<file path="src/pfs_defs.svh">
// Register offsets, field positions, reset values and timing counts of the flash row sequencer
`ifndef PFS_DEFS_SVH
`define PFS_DEFS_SVH

// Register byte offsets on APB
`define PFS_OFS_CTRL      8'h00
`define PFS_OFS_KEY       8'h04
`define PFS_OFS_ADDR_LOW  8'h08
`define PFS_OFS_ADDR_HIGH 8'h0c
`define PFS_OFS_DATA_LOW  8'h10
`define PFS_OFS_DATA_HIGH 8'h14
`define PFS_OFS_WP_LIMIT  8'h18
`define PFS_OFS_STATUS    8'h1c

// Control register field positions
`define PFS_BIT_GO        0
`define PFS_BIT_MODIFY    1
`define PFS_BIT_ERASE     2
`define PFS_BIT_LATCH     3
`define PFS_BIT_REGION    4
`define PFS_BIT_FAULT     5
`define PFS_BIT_DONE      6
`define PFS_BIT_IRQ_EN    7

// Unlock keys
`define PFS_KEY_FIRST     8'h55
`define PFS_KEY_SECOND    8'haa

// Geometry and blank value
`define PFS_LATCH_COUNT   32
`define PFS_BLANK_WORD    14'h3fff
`define PFS_WP_LIMIT_RST  15'h0000

// Timing: times in microseconds, clock in MHz
`define PFS_CLK_MHZ        10
`define PFS_ERASE_TIME_US  2000
`define PFS_PROG_TIME_US   50
`define PFS_ERASE_CYCLES   (`PFS_ERASE_TIME_US * `PFS_CLK_MHZ)
`define PFS_PROG_CYCLES    (`PFS_PROG_TIME_US * `PFS_CLK_MHZ)

`endif

</file>
<file path="src/pfs_pkg.sv">
// Types shared by the flash row sequencer
package pfs_pkg;
  // Operation sequencer states
  typedef enum logic [1:0] {
    PFS_IDLE,
    PFS_ERASE,
    PFS_PROG
  } pfs_seq_t;

  // Unlock key progress
  typedef enum logic [1:0] {
    PFS_KEY_IDLE,
    PFS_KEY_GOT_FIRST,
    PFS_KEY_ARMED
  } pfs_key_t;
endpackage

</file>
<file path="src/pfs_row_sequencer.sv">
// Flash row erase and write sequencer with APB register file and unlock keys
`timescale 1ns/1ps
`default_nettype none
`include "pfs_defs.svh"

module pfs_row_sequencer
  import pfs_pkg::*;
#(
  parameter int ERASE_CYCLES = `PFS_ERASE_CYCLES  // Row erase length in clocks
)(
  input  wire logic        core_clk,        // System clock, 10 MHz
  input  wire logic        reset,           // Async reset, active high
  input  wire logic        psel,            // APB select
  input  wire logic        penable,         // APB enable
  input  wire logic        pwrite,          // APB write
  input  wire logic [7:0]  paddr,           // APB byte address
  input  wire logic [31:0] pwdata,          // APB write data
  output logic      [31:0] prdata,          // APB read data
  output logic             pready,          // APB ready
  output logic             pslverr,         // APB error, unmapped address
  input  wire logic        flash_torn,      // Flash saw a write cut by reset
  output logic             flash_erase,     // Erase row pulse
  output logic             flash_prog,      // Program word pulse
  output logic             flash_region,    // 1: user ID area
  output logic      [14:0] flash_addr,      // Word address to flash
  output logic      [13:0] flash_wdata,     // Word to program
  output logic             cpu_stall,       // Holds CPU while busy
  output logic             nvm_irq          // Done interrupt request
);

  localparam int PROG_CYCLES = `PFS_PROG_CYCLES;

  // Register state
  logic [7:0]  nvm_addr_low_ff;
  logic [6:0]  nvm_addr_high_ff;
  logic [7:0]  nvm_data_low_ff;
  logic [5:0]  nvm_data_high_ff;
  logic [14:0] wp_limit_ff;
  logic        program_go_ff;
  logic        modify_allow_ff;
  logic        erase_select_ff;
  logic        latch_only_load_ff;
  logic        region_select_ff;
  logic        fault_flag_ff;
  logic        nvm_done_flag_ff;
  logic        nvm_done_irq_enable_ff;
  pfs_key_t    key_ff;
  pfs_seq_t    seq_ff;
  logic [15:0] cnt_ff;
  logic [4:0]  idx_ff;
  logic        torn_meta_ff;
  logic        torn_sync_ff;
  logic        torn_seen_ff;
  logic [31:0] prdata_ff;
  logic        pready_ff;
  logic        pslverr_ff;
  logic        flash_erase_ff;
  logic        flash_prog_ff;
  logic        flash_region_ff;
  logic [14:0] flash_addr_ff;
  logic [13:0] flash_wdata_ff;
  logic        cpu_stall_ff;
  logic        nvm_irq_ff;

  logic        setup;
  logic        wr_acc;
  logic        mapped;
  logic        wr_ctrl;
  logic        wr_key;
  logic        busy;
  logic        go_req;
  logic        unlocked;
  logic        start_ok;
  logic        protected_addr;
  logic        start_erase;
  logic        start_prog;
  logic        latch_load;
  logic        prot_fault;
  logic        key_fault;
  logic        torn_rise;
  logic        op_end;
  logic [14:0] full_addr;
  logic [9:0]  row_addr;
  logic [13:0] latch_word;
  logic [31:0] nxt_prdata;

  // APB decode
  assign setup   = psel && !penable;
  assign wr_acc  = psel && penable && pready_ff && pwrite;
  assign mapped  = (paddr[1:0] == 2'b00) && (paddr <= `PFS_OFS_STATUS);
  assign wr_ctrl = wr_acc && (paddr == `PFS_OFS_CTRL);
  assign wr_key  = wr_acc && (paddr == `PFS_OFS_KEY);
  assign busy    = (seq_ff != PFS_IDLE);

  // Address split: ten row bits above five latch bits
  assign full_addr = {nvm_addr_high_ff, nvm_addr_low_ff};
  assign row_addr  = full_addr[14:5];

  // Start decode from the very write that sets go, so its mode bits count
  assign go_req         = wr_ctrl && pwdata[`PFS_BIT_GO] && !busy;
  assign unlocked       = (key_ff == PFS_KEY_ARMED);
  assign start_ok       = go_req && unlocked && pwdata[`PFS_BIT_MODIFY];
  assign protected_addr = !pwdata[`PFS_BIT_REGION] && (full_addr < wp_limit_ff);
  assign start_erase    = start_ok && pwdata[`PFS_BIT_ERASE] && !protected_addr;
  assign latch_load     = start_ok && !pwdata[`PFS_BIT_ERASE] && pwdata[`PFS_BIT_LATCH];
  assign start_prog     = start_ok && !pwdata[`PFS_BIT_ERASE] && !pwdata[`PFS_BIT_LATCH]
                          && !protected_addr;
  // Latch loads ignore protection since no memory is touched
  assign prot_fault     = start_ok && !(pwdata[`PFS_BIT_LATCH] && !pwdata[`PFS_BIT_ERASE])
                          && protected_addr;
  // Any other write between the keys and go breaks the unlock
  assign key_fault      = wr_acc && (key_ff != PFS_KEY_IDLE) && !start_ok
                          && !(wr_key && (key_ff == PFS_KEY_GOT_FIRST)
                               && (pwdata[7:0] == `PFS_KEY_SECOND));
  assign op_end         = busy && (cnt_ff == 16'h0000)
                          && ((seq_ff == PFS_ERASE) || (idx_ff == 5'h1f));

  // Unlock key tracker
  always_ff @(posedge core_clk or posedge reset) begin
    if (reset) begin
      key_ff <= PFS_KEY_IDLE;
    end else if (wr_acc) begin
      unique case (key_ff)
        PFS_KEY_IDLE:      key_ff <= (wr_key && pwdata[7:0] == `PFS_KEY_FIRST) ? PFS_KEY_GOT_FIRST
                                                                              : PFS_KEY_IDLE;
        PFS_KEY_GOT_FIRST: key_ff <= (wr_key && pwdata[7:0] == `PFS_KEY_SECOND) ? PFS_KEY_ARMED
                                                                               : PFS_KEY_IDLE;
        PFS_KEY_ARMED:     key_ff <= PFS_KEY_IDLE;  // Keys are spent by the next write
      endcase
    end
  end

  // Address, data and protect limit; frozen while an operation runs
  always_ff @(posedge core_clk or posedge reset) begin
    if (reset) begin
      nvm_addr_low_ff  <= 8'h00;
      nvm_addr_high_ff <= 7'h00;
      nvm_data_low_ff  <= 8'h00;
      nvm_data_high_ff <= 6'h00;
      wp_limit_ff      <= `PFS_WP_LIMIT_RST;
    end else if (wr_acc && !busy) begin
      if (paddr == `PFS_OFS_ADDR_LOW)  nvm_addr_low_ff  <= pwdata[7:0];
      if (paddr == `PFS_OFS_ADDR_HIGH) nvm_addr_high_ff <= pwdata[6:0];
      if (paddr == `PFS_OFS_DATA_LOW)  nvm_data_low_ff  <= pwdata[7:0];
      if (paddr == `PFS_OFS_DATA_HIGH) nvm_data_high_ff <= pwdata[5:0];
      if (paddr == `PFS_OFS_WP_LIMIT)  wp_limit_ff      <= pwdata[14:0];
    end
  end

  // Mode bits; an erase or program never touches modify_allow
  always_ff @(posedge core_clk or posedge reset) begin
    if (reset) begin
      modify_allow_ff        <= 1'b0;
      erase_select_ff        <= 1'b0;
      latch_only_load_ff     <= 1'b0;
      region_select_ff       <= 1'b0;
      nvm_done_irq_enable_ff <= 1'b0;
    end else if (wr_ctrl && !busy) begin
      modify_allow_ff        <= pwdata[`PFS_BIT_MODIFY];
      erase_select_ff        <= pwdata[`PFS_BIT_ERASE];
      latch_only_load_ff     <= pwdata[`PFS_BIT_LATCH];
      region_select_ff       <= pwdata[`PFS_BIT_REGION];
      nvm_done_irq_enable_ff <= pwdata[`PFS_BIT_IRQ_EN];
    end
  end

  // Go bit: set only by an accepted start, cleared by hardware at the end
  always_ff @(posedge core_clk or posedge reset) begin
    if (reset) begin
      program_go_ff <= 1'b0;
    end else if (start_erase || start_prog) begin
      program_go_ff <= 1'b1;
    end else if (op_end) begin
      program_go_ff <= 1'b0;
    end
  end

  // Torn-write report from the flash, crossed in by two flops
  always_ff @(posedge core_clk or posedge reset) begin
    if (reset) begin
      torn_meta_ff <= 1'b0;
      torn_sync_ff <= 1'b0;
      torn_seen_ff <= 1'b0;
    end else begin
      torn_meta_ff <= flash_torn;
      torn_sync_ff <= torn_meta_ff;
      torn_seen_ff <= torn_sync_ff;
    end
  end
  assign torn_rise = torn_sync_ff && !torn_seen_ff;

  // Fault flag: software may write it, a hardware set wins
  always_ff @(posedge core_clk or posedge reset) begin
    if (reset) begin
      fault_flag_ff <= 1'b0;
    end else if (prot_fault || key_fault || torn_rise) begin
      fault_flag_ff <= 1'b1;
    end else if (wr_ctrl) begin
      fault_flag_ff <= pwdata[`PFS_BIT_FAULT];
    end
  end

  // Done flag: set at the end of an erase or row program, set wins
  always_ff @(posedge core_clk or posedge reset) begin
    if (reset) begin
      nvm_done_flag_ff <= 1'b0;
    end else if (op_end) begin
      nvm_done_flag_ff <= 1'b1;
    end else if (wr_ctrl) begin
      nvm_done_flag_ff <= pwdata[`PFS_BIT_DONE];
    end
  end

  // Interrupt follows the flag, gated by nvm_done_irq_enable_ff, one cycle later
  always_ff @(posedge core_clk or posedge reset) begin
    if (reset) begin
      nvm_irq_ff <= 1'b0;
    end else begin
      nvm_irq_ff <= nvm_done_flag_ff && nvm_done_irq_enable_ff;
    end
  end

  // Operation sequencer: one erase wait, or 32 timed word programs
  always_ff @(posedge core_clk or posedge reset) begin
    if (reset) begin
      seq_ff <= PFS_IDLE;
      cnt_ff <= 16'h0000;
      idx_ff <= 5'h00;
    end else begin
      unique case (seq_ff)
        PFS_IDLE: begin
          idx_ff <= 5'h00;
          if (start_erase) begin
            seq_ff <= PFS_ERASE;
            cnt_ff <= 16'(ERASE_CYCLES - 1);
          end else if (start_prog) begin
            seq_ff <= PFS_PROG;
            cnt_ff <= 16'(PROG_CYCLES - 1);
          end
        end
        PFS_ERASE: begin
          if (cnt_ff == 16'h0000) begin
            seq_ff <= PFS_IDLE;
          end else begin
            cnt_ff <= cnt_ff - 16'h0001;
          end
        end
        PFS_PROG: begin
          if (cnt_ff != 16'h0000) begin
            cnt_ff <= cnt_ff - 16'h0001;
          end else if (idx_ff == 5'h1f) begin
            seq_ff <= PFS_IDLE;
          end else begin
            idx_ff <= idx_ff + 5'h01;
            cnt_ff <= 16'(PROG_CYCLES - 1);
          end
        end
      endcase
    end
  end

  // Flash command outputs; each pulse starts one timed step
  always_ff @(posedge core_clk or posedge reset) begin
    if (reset) begin
      flash_erase_ff  <= 1'b0;
      flash_prog_ff   <= 1'b0;
      flash_region_ff <= 1'b0;
      flash_addr_ff   <= 15'h0000;
      flash_wdata_ff  <= 14'h0000;
    end else begin
      flash_erase_ff <= start_erase;
      flash_prog_ff  <= start_prog || ((seq_ff == PFS_PROG) && (cnt_ff == 16'h0000) && (idx_ff != 5'h1f));
      if (start_erase || start_prog) begin
        flash_region_ff <= pwdata[`PFS_BIT_REGION];
        flash_addr_ff   <= {row_addr, 5'h00};
        flash_wdata_ff  <= start_prog ? latch_word : `PFS_BLANK_WORD;
      end else if ((seq_ff == PFS_PROG) && (cnt_ff == 16'h0000) && (idx_ff != 5'h1f)) begin
        flash_addr_ff  <= {row_addr, idx_ff + 5'h01};
        flash_wdata_ff <= latch_word;
      end
    end
  end

  // CPU held from the start of an erase or program until it ends
  always_ff @(posedge core_clk or posedge reset) begin
    if (reset) begin
      cpu_stall_ff <= 1'b0;
    end else begin
      cpu_stall_ff <= start_erase || start_prog || (busy && !op_end);
    end
  end

  // Latch bank: idle reads the first word ahead of the start pulse
  pfs_write_latches u_latches (
    .core_clk  (core_clk),
    .reset     (reset),
    .load_en   (latch_load),
    .load_idx  (nvm_addr_low_ff[4:0]),
    .load_data ({nvm_data_high_ff, nvm_data_low_ff}),
    .blank_all (op_end && (seq_ff == PFS_PROG)),
    .rd_idx    ((seq_ff == PFS_PROG) ? idx_ff + 5'h01 : 5'h00),
    .rd_data   (latch_word)
  );

  // Read mux, sampled in the setup cycle so data is ready in the access phase
  always_comb begin
    nxt_prdata = 32'h0000_0000;
    unique case (paddr)
      `PFS_OFS_CTRL: begin
        nxt_prdata[`PFS_BIT_GO]     = program_go_ff;
        nxt_prdata[`PFS_BIT_MODIFY] = modify_allow_ff;
        nxt_prdata[`PFS_BIT_ERASE]  = erase_select_ff;
        nxt_prdata[`PFS_BIT_LATCH]  = latch_only_load_ff;
        nxt_prdata[`PFS_BIT_REGION] = region_select_ff;
        nxt_prdata[`PFS_BIT_FAULT]  = fault_flag_ff;
        nxt_prdata[`PFS_BIT_DONE]   = nvm_done_flag_ff;
        nxt_prdata[`PFS_BIT_IRQ_EN] = nvm_done_irq_enable_ff;
      end
      `PFS_OFS_ADDR_LOW:  nxt_prdata[7:0]  = nvm_addr_low_ff;
      `PFS_OFS_ADDR_HIGH: nxt_prdata[6:0]  = nvm_addr_high_ff;
      `PFS_OFS_DATA_LOW:  nxt_prdata[7:0]  = nvm_data_low_ff;
      `PFS_OFS_DATA_HIGH: nxt_prdata[5:0]  = nvm_data_high_ff;
      `PFS_OFS_WP_LIMIT:  nxt_prdata[14:0] = wp_limit_ff;
      `PFS_OFS_STATUS:    nxt_prdata[4:0]  = {busy, key_ff, 1'b0, idx_ff == 5'h1f};  // Bit 1 spare, reads zero
      default:            nxt_prdata       = 32'h0000_0000;  // Key reads as zero
    endcase
  end

  // APB answer: one wait-free access phase after each setup
  always_ff @(posedge core_clk or posedge reset) begin
    if (reset) begin
      prdata_ff  <= 32'h0000_0000;
      pready_ff  <= 1'b0;
      pslverr_ff <= 1'b0;
    end else begin
      pready_ff  <= setup;
      pslverr_ff <= setup && !mapped;
      if (setup) begin
        prdata_ff <= pwrite ? 32'h0000_0000 : nxt_prdata;
      end
    end
  end

  assign prdata       = prdata_ff;
  assign pready       = pready_ff;
  assign pslverr      = pslverr_ff;
  assign flash_erase  = flash_erase_ff;
  assign flash_prog   = flash_prog_ff;
  assign flash_region = flash_region_ff;
  assign flash_addr   = flash_addr_ff;
  assign flash_wdata  = flash_wdata_ff;
  assign cpu_stall    = cpu_stall_ff;
  assign nvm_irq      = nvm_irq_ff;

endmodule
`default_nettype wire

</file>
<file path="src/pfs_write_latches.sv">
// Bank of 32 row write latches, each blank after reset
`timescale 1ns/1ps
`default_nettype none
`include "pfs_defs.svh"

module pfs_write_latches
  import pfs_pkg::*;
(
  input  wire logic        core_clk,   // System clock
  input  wire logic        reset,      // Async reset, active high
  input  wire logic        load_en,    // Load one latch
  input  wire logic [4:0]  load_idx,   // Latch to load
  input  wire logic [13:0] load_data,  // Word to load
  input  wire logic        blank_all,  // Return every latch to blank
  input  wire logic [4:0]  rd_idx,     // Latch to read
  output logic      [13:0] rd_data     // Word of the read latch
);

  logic [13:0] latch_ff [`PFS_LATCH_COUNT];

  // One register per latch; blanking wins because it ends a row program
  for (genvar i = 0; i < `PFS_LATCH_COUNT; i++) begin : g_latch
    always_ff @(posedge core_clk or posedge reset) begin
      if (reset) begin
        latch_ff[i] <= `PFS_BLANK_WORD;
      end else if (blank_all) begin
        latch_ff[i] <= `PFS_BLANK_WORD;
      end else if (load_en && (load_idx == 5'(i))) begin
        latch_ff[i] <= load_data;
      end
    end
  end

  assign rd_data = latch_ff[rd_idx];

endmodule
`default_nettype wire

</file>
<file path="config.mk">
export PLATFORM = sky130hd
export DESIGN_NAME = pfs_row_sequencer
export DESIGN_NICKNAME = d
export VERILOG_FILES = /design/src/pfs_pkg.sv /design/src/pfs_row_sequencer.sv /design/src/pfs_write_latches.sv
export VERILOG_INCLUDE_DIRS = /design/src
export SDC_FILE = /design/constraint.sdc
export NUM_CORES = 2
export LEC_CHECK = 0
export ABC_CLOCK_PERIOD_IN_PS = 27200
export BUFFER_PORTS_ARGS = -buffer_cell sky130_fd_sc_hd__buf_4
export CORE_MARGIN = 1
export CORE_UTILIZATION = 45
export DETAILED_ROUTE_END_ITERATION = 6
export SETUP_SLACK_MARGIN = 0.05
export SKIP_LAST_GASP = 1
export SLEW_MARGIN = 30
export SYNTH_ARGS = -nofsm -noshare
export SYNTH_HDL_FRONTEND = slang
export SYNTH_SLANG_ARGS = --single-unit
</file>
<file path="constraint.sdc">
create_clock -name core_clk -period 27.2 [get_ports core_clk]
set_input_delay 2.72 -clock core_clk [delete_from_list [all_inputs] [get_ports core_clk]]
set_output_delay 2.72 -clock core_clk [all_outputs]
set_load 0.01 [all_outputs]
</file>
# After elaboration in Yosys (flattened, before gate mapping)
# Cells that the tools add are included.
dict set report classes {
  n_mux 103
  n_lt_le_gt_ge 3
  n_reduce_logical 143
  n_shift 0
  n_eq_ne 53
  n_addsub 2
  multipliers 0
  n_div 0
  n_bitwise 1
}
# cell n
set ops {}
lappend ops {{2-to-1 mux 14 bit} 69}
lappend ops {{equality test 5 bit (second input constant)} 17}
lappend ops {{2-to-1 mux 16 bit} 5}
lappend ops {{nonzero test 2 bit} 39}
lappend ops {{logical AND 1 bit} 71}
lappend ops {{binary-select mux 14 bit (select 5 bit)} 1}
lappend ops {{one-hot mux 16 bit (3 select lines)} 1}
lappend ops {{2-to-1 mux 15 bit} 3}
lappend ops {{equality test 5 x 4 -> 1 bit (second input constant)} 8}
lappend ops {{one-hot mux 5 bit (7 select lines)} 1}
lappend ops {{equality test 8 x 5 -> 1 bit (second input constant)} 4}
lappend ops {{equality test 5 x 3 -> 1 bit (second input constant)} 4}
lappend ops {{equality test 8 x 4 -> 1 bit (second input constant)} 2}
lappend ops {{zero test 16 bit} 1}
lappend ops {{nonzero test 16 bit} 1}
lappend ops {{subtractor 16 x 1 -> 16 bit (second input constant)} 1}
lappend ops {{less-than comparator 15 bit} 1}
lappend ops {{2-to-1 mux 5 bit} 3}
lappend ops {{zero test 1 bit} 12}
lappend ops {{2-to-1 mux 2 bit} 6}
lappend ops {{one-hot mux 2 bit (3 select lines)} 2}
lappend ops {{equality test 5 x 2 -> 1 bit (second input constant)} 2}
lappend ops {{one-hot mux 5 bit (2 select lines)} 1}
lappend ops {{AND reduction 2 bit} 5}
lappend ops {{other kinds (25)} 45}
dict set report totals {
  ramBits 0
  n_memories 0
  output_inout_bits 68
  latch_bits 0
  register_bits 596
  word_cells 367
  romBits 0
}

# Logic depth before layout (Yosys ltp)
dict set report depth {
  word_depth 14
  ltp_mapped 14
  depth_no_buf 9
}

# By module
# From an unflattened synthesis, not the netlist that was laid out.
dict set report unflattened {
  hier_cells 2890
  area_unflattened_um2 29896.2
}
# mod instances area_each_um2 cells_each seq_area_each_um2
set by_module_without_submodules {}
lappend by_module_without_submodules {pfs_write_latches 1 23384.9 2267 11771.3}
lappend by_module_without_submodules {pfs_row_sequencer 1 6511.2 623 3278.1}

# Worst setup path before layout
# OpenSTA, ideal clock, no wires.
dict set report synth_path {
  path_kind {input-to-reg}
  startpoint {in psel}
  endpoint {reg u_latches.latch_ff[14] (netlist name)}
  setup_time_ns 0.090
  t_arrival_ns 4.778
  path_stages 11
  setup_slack_ns 22.331
  path_cell_list {nand4_2 -> or2_1 -> buf_2 -> or3_1 -> buf_2 -> nor4_4 -> and2_1 -> buf_4 -> buf_6 -> mux2i_1 -> nand2_1}
}
dict set report synth_via {
  elab_chain_cells 12
}
# item line
set synth_rtl {}
lappend synth_rtl {{from (decl)} pfs_row_sequencer.sv:13} ;# input wire logic psel,
lappend synth_rtl {{logical AND 1 bit (3 in a row)} pfs_row_sequencer.sv:89} ;# assign wr_acc = psel && penable && pready_ff && pwrite;
lappend synth_rtl {{logical AND 1 bit} pfs_row_sequencer.sv:91} ;# assign wr_ctrl = wr_acc && (paddr == `PFS_OFS_CTRL);
lappend synth_rtl {{logical AND 1 bit (2 in a row)} pfs_row_sequencer.sv:100} ;# assign go_req = wr_ctrl && pwdata[`PFS_BIT_GO] && !busy;
lappend synth_rtl {{logical AND 1 bit (2 in a row)} pfs_row_sequencer.sv:102} ;# assign start_ok = go_req && unlocked && pwdata[`PFS_BIT_MODIFY];
lappend synth_rtl {{logical AND 1 bit (2 in a row)} pfs_row_sequencer.sv:105} ;# assign latch_load = start_ok && !pwdata[`PFS_BIT_ERASE] && pwdata[`PFS_BIT_LATCH];
lappend synth_rtl {{logical AND 1 bit} pfs_write_latches.sv:28} ;# end else if (load_en && (load_idx == 5'(i))) begin
lappend synth_rtl {{nonzero test 2 bit (no line)} -}
lappend synth_rtl {{to (signal, indexed assignment)} pfs_write_latches.sv:25} ;# latch_ff[i] <= `PFS_BLANK_WORD;
lappend synth_rtl {{to (signal, indexed assignment)} pfs_write_latches.sv:27} ;# latch_ff[i] <= `PFS_BLANK_WORD;
lappend synth_rtl {{to (signal, indexed assignment)} pfs_write_latches.sv:29} ;# latch_ff[i] <= load_data;
lappend synth_rtl {{to (decl)} pfs_write_latches.sv:19} ;# logic [13:0] latch_ff [`PFS_LATCH_COUNT];
# Every way passes these cells.
# A chain may end at the register's enable or synchronous reset.

# Final worst setup path
dict set report layout_path {
  startpoint {in paddr[5]}
  endpoint {reg u_latches.latch_ff[20] (netlist name)}
}
dict set report layout_via {
  elab_chain_cells 10
}
# item line
set layout_rtl {}
lappend layout_rtl {{from (decl)} pfs_row_sequencer.sv:16} ;# input wire logic [7:0] paddr,
lappend layout_rtl {{zero test 8 bit} -}
lappend layout_rtl {{logical AND 1 bit} pfs_row_sequencer.sv:91}
lappend layout_rtl {{logical AND 1 bit (2 in a row)} pfs_row_sequencer.sv:100}
lappend layout_rtl {{logical AND 1 bit (2 in a row)} pfs_row_sequencer.sv:102}
lappend layout_rtl {{logical AND 1 bit (2 in a row)} pfs_row_sequencer.sv:105}
lappend layout_rtl {{logical AND 1 bit} pfs_write_latches.sv:28}
lappend layout_rtl {{nonzero test 2 bit (no line)} -}
# Every way passes these cells.

==> results.yml <==
worst_setup_path:
  cp.required_ns: 27.71
  start_kind: "input pin"
  cp_slowest_cell: "and2_1"
  crit_start: "paddr[5]"
  cp-end-kind: "flip-flop"
  crit_family: "simple AND/OR/NAND/NOR gates"
  max_stage_delay_ns: 0.87
  worstPathArrival_ns: 6.47
  cp_cell_sequence: "buf_4 > nor3_1 > nand2_1 > or3_1 > nor4_4 > buf_4 > and2_1 > mux2i_1 > nand2_1"
  critical_path_class: "in -> reg"
  crit_buf_inv: 2
  r2r_start: "seq_ff[0]"
  critical_path_peak_fanout: 44
synth:
  syn_area_mm2: 0.0297
  synth_area_leaders: "dfstp_2 40%, nand3_1 12%, dfrtp_1 11%"
  syn_area_per_cell_um2: 9.16
  yosysWarnings: 0
  yosysTopAreaCell: "dfstp_2"
  ys_dominant_reg_cell: "dfstp_2"
  ys_seq_area_share_pct: 50.7
  netlist.area_leader.share_pct: 39.6
  ys_seq_elements: 579
  async_flop_share_pct: 100
  synth_cell_types: 63
  synth-edff-count: 0
  synth_cells: 3241
sta:
  final-setup-viol-count: 0
  max_freq_mhz: 168
  worst_pin_slew_ns: 1.05
  hold_viol: 0
  tns_ns: 0
  relSlewSlack_pct: 29.8
  period_needed_ns: 5.96
  clock_skew_ns: 0.0262
  report.final.slew_viol_count: 0
  rsz0062_at_grt: "false"
  fin_crit_sh_pct: 21.9
place:
  port_buffers: 79
  dp_hpwl_mm: 54.3
  placed_cells: 3910
  gp_congestion: 0.868
route:
  wirelength_mm: 93.1
  drcViolationCount: 0
  postRouteAntennaNets: 0
  viasPerCell: 6.10
  wire_per_inst_um: 23.1
  route.vias.total: 24621
  drtPass1Iterations: 6
  dr.first_iter.drc_count: 2746
floorplan:
  die_w_um: 259
  initial_core_util_pct: 45.8
  ios: 114
  coreArea_mm2: 0.0648
  row_count: 93
  die_h_um: 259
  dieArea_mm2: 0.0670
finish:
  layout.nets: 3196
  layout_common_cells: "758 x nand2_1, 719 x nand3_1, 448 x dfstp_2"
  area_growth_pct: 10.7
  layout_commonest_cell: "nand2_1"
  drive_gt1_share_pct: 26.0
  final_cells: 4035
clock_network:
  clk_pin_slew_ns: 0.06
  htree_num_levels: 3
  cts_sinks: 579
  insertion_delay_ns: 0.62
  cts_tree: "done"
  clock_path_buffers: 3
  cts-resized-gates: 0
  post_cts_buffers: 0
  holdBufCountCts: 0
  root_buffer: "clkbuf_16"
  cts_inserted_buffers: 67
min_path:
  min_path_type: "reg -> reg"
  hold_path.startpoint: "torn_meta_ff"
global_route:
  grt_antenna_before_repair: 0
  grt_pass1_wl_mm: 145
  grt_start_max_net_pins: 167
  grt_pass1_vias: 24058
  grt-ovfl-total: 0
  grtUsageTotal_pct: 27.8
job:
  drv_cap: 0
power:
  peakVddDrop_mv: 0.0426
  p_per_area_mw_per_mm2: 54.9
  leakage_nw: 15.2
run_status:
  status: "finished clean"
kinds of logic (layout without fill, tap and decap cells):
family | after synthesis | after routing | synth area share [%]
compound gates | 322 | 322 | 7.37
xor+xnor | 2 | 2 | 0.0590
fa+ha+maj | 24 | 24 | 1.01
buf+inv | 373 | 295 | 5.34
flops | 579 | 579 | 50.7
mux | 235 | 235 | 9.40
other cells | 1 | 18 | 0.0126
simple gates | 1705 | 1705 | 26.1
per-stage QoR:
step | power (mW) | util [%] | instance area, um^2 | hold WS (ns) | setup WS (ns)
2_1_floorplan | 0.896 | - | 29800 | 0.331 | 9.02
3_3_place_gp | 0.907 | 47.1 | 30500 | 0.340 | 20.69
3_5_place_dp | 0.908 | 47.2 | 30600 | 0.337 | 20.62
4_1_cts | 1.82 | 50.6 | 32800 | 0.351 | 21.28
5_1_grt | 1.86 | 50.7 | 32900 | 0.367 | 21.05
6_report | 1.81 | 50.7 | 32900 | 0.348 | 21.24
where the power goes:
part           internal [mW]  switching [mW]  leakage (nW)  total, mW
Clock                  0.539           0.372          1.09      0.911
Sequential             0.865        0.000218          6.39      0.866
Combinational        0.00531          0.0242          7.73     0.0295
Total                   1.41           0.396          15.2       1.81
layout make-up:
| type | count | area [um^2] |
|---|---|---|
| multi-input cells | 2305 | 13300 |
| inverters | 37 | 146 |
| well taps | 855 | 1070 |
| repair buffers | 136 | 1120 |
| clock inverters | 25 | 260 |
| clock buffers | 97 | 1950 |
| fillers | 5852 | 31900 |
| diodes | 1 | 2.50 |
| flip-flops and latches | 579 | 15100 |
routing by layer:
metal  GRT usage (%)  up-vias  share of wire (%)
met5               0        -                  0
met4            9.40        0                2.8
met3            4.57      133                8.0
met2            42.5     1078                 46
met1            40.1    12424                 44
li1                -    10986                  -
registers in the layout, indices dropped and copies added, names as in the netlist, 2 cells and up:
register            cells
cnt_ff                 16
flash_addr             15
flash_wdata            14
idx_ff                  5
key_ff                  2
nvm_addr_high_ff        7
nvm_addr_low_ff         8
nvm_data_high_ff        6
nvm_data_low_ff         8
prdata                 15
seq_ff                  2
u_latches.latch_ff    448
wp_limit_ff            15
synth_stat cells, types with 28 or more instances:
| cell | n |
|---|---|
| a211oi_1 | 43 |
| a21oi_1 | 81 |
| a311oi_1 | 28 |
| buf_2 | 58 |
| clkbuf_1 | 230 |
| dfrtp_1 | 131 |
| dfstp_2 | 448 |
| inv_1 | 36 |
| mux2_2 | 71 |
| mux2i_1 | 136 |
| mux4_2 | 28 |
| nand2_1 | 760 |
| nand3_1 | 722 |
| nor2_1 | 67 |
| nor3_1 | 47 |
| o211ai_1 | 30 |
| o21ai_0 | 49 |
path summary, 6_finish.rpt:
check / end / slack (ns) / cells past startpoint
min: torn_sync_ff / 0.35 / 0
max reg2reg: flash_wdata[6] / 22.71 / 11
min in group asynchronous: nvm_data_low_ff[6] / 2.29 / 2
max: u_latches.latch_ff[20] / 21.24 / 9
max in group asynchronous: u_latches.latch_ff[268] / 22.79 / 5
min reg2reg: torn_sync_ff / 0.35 / 0
Power figures use the tool's default switching activity.
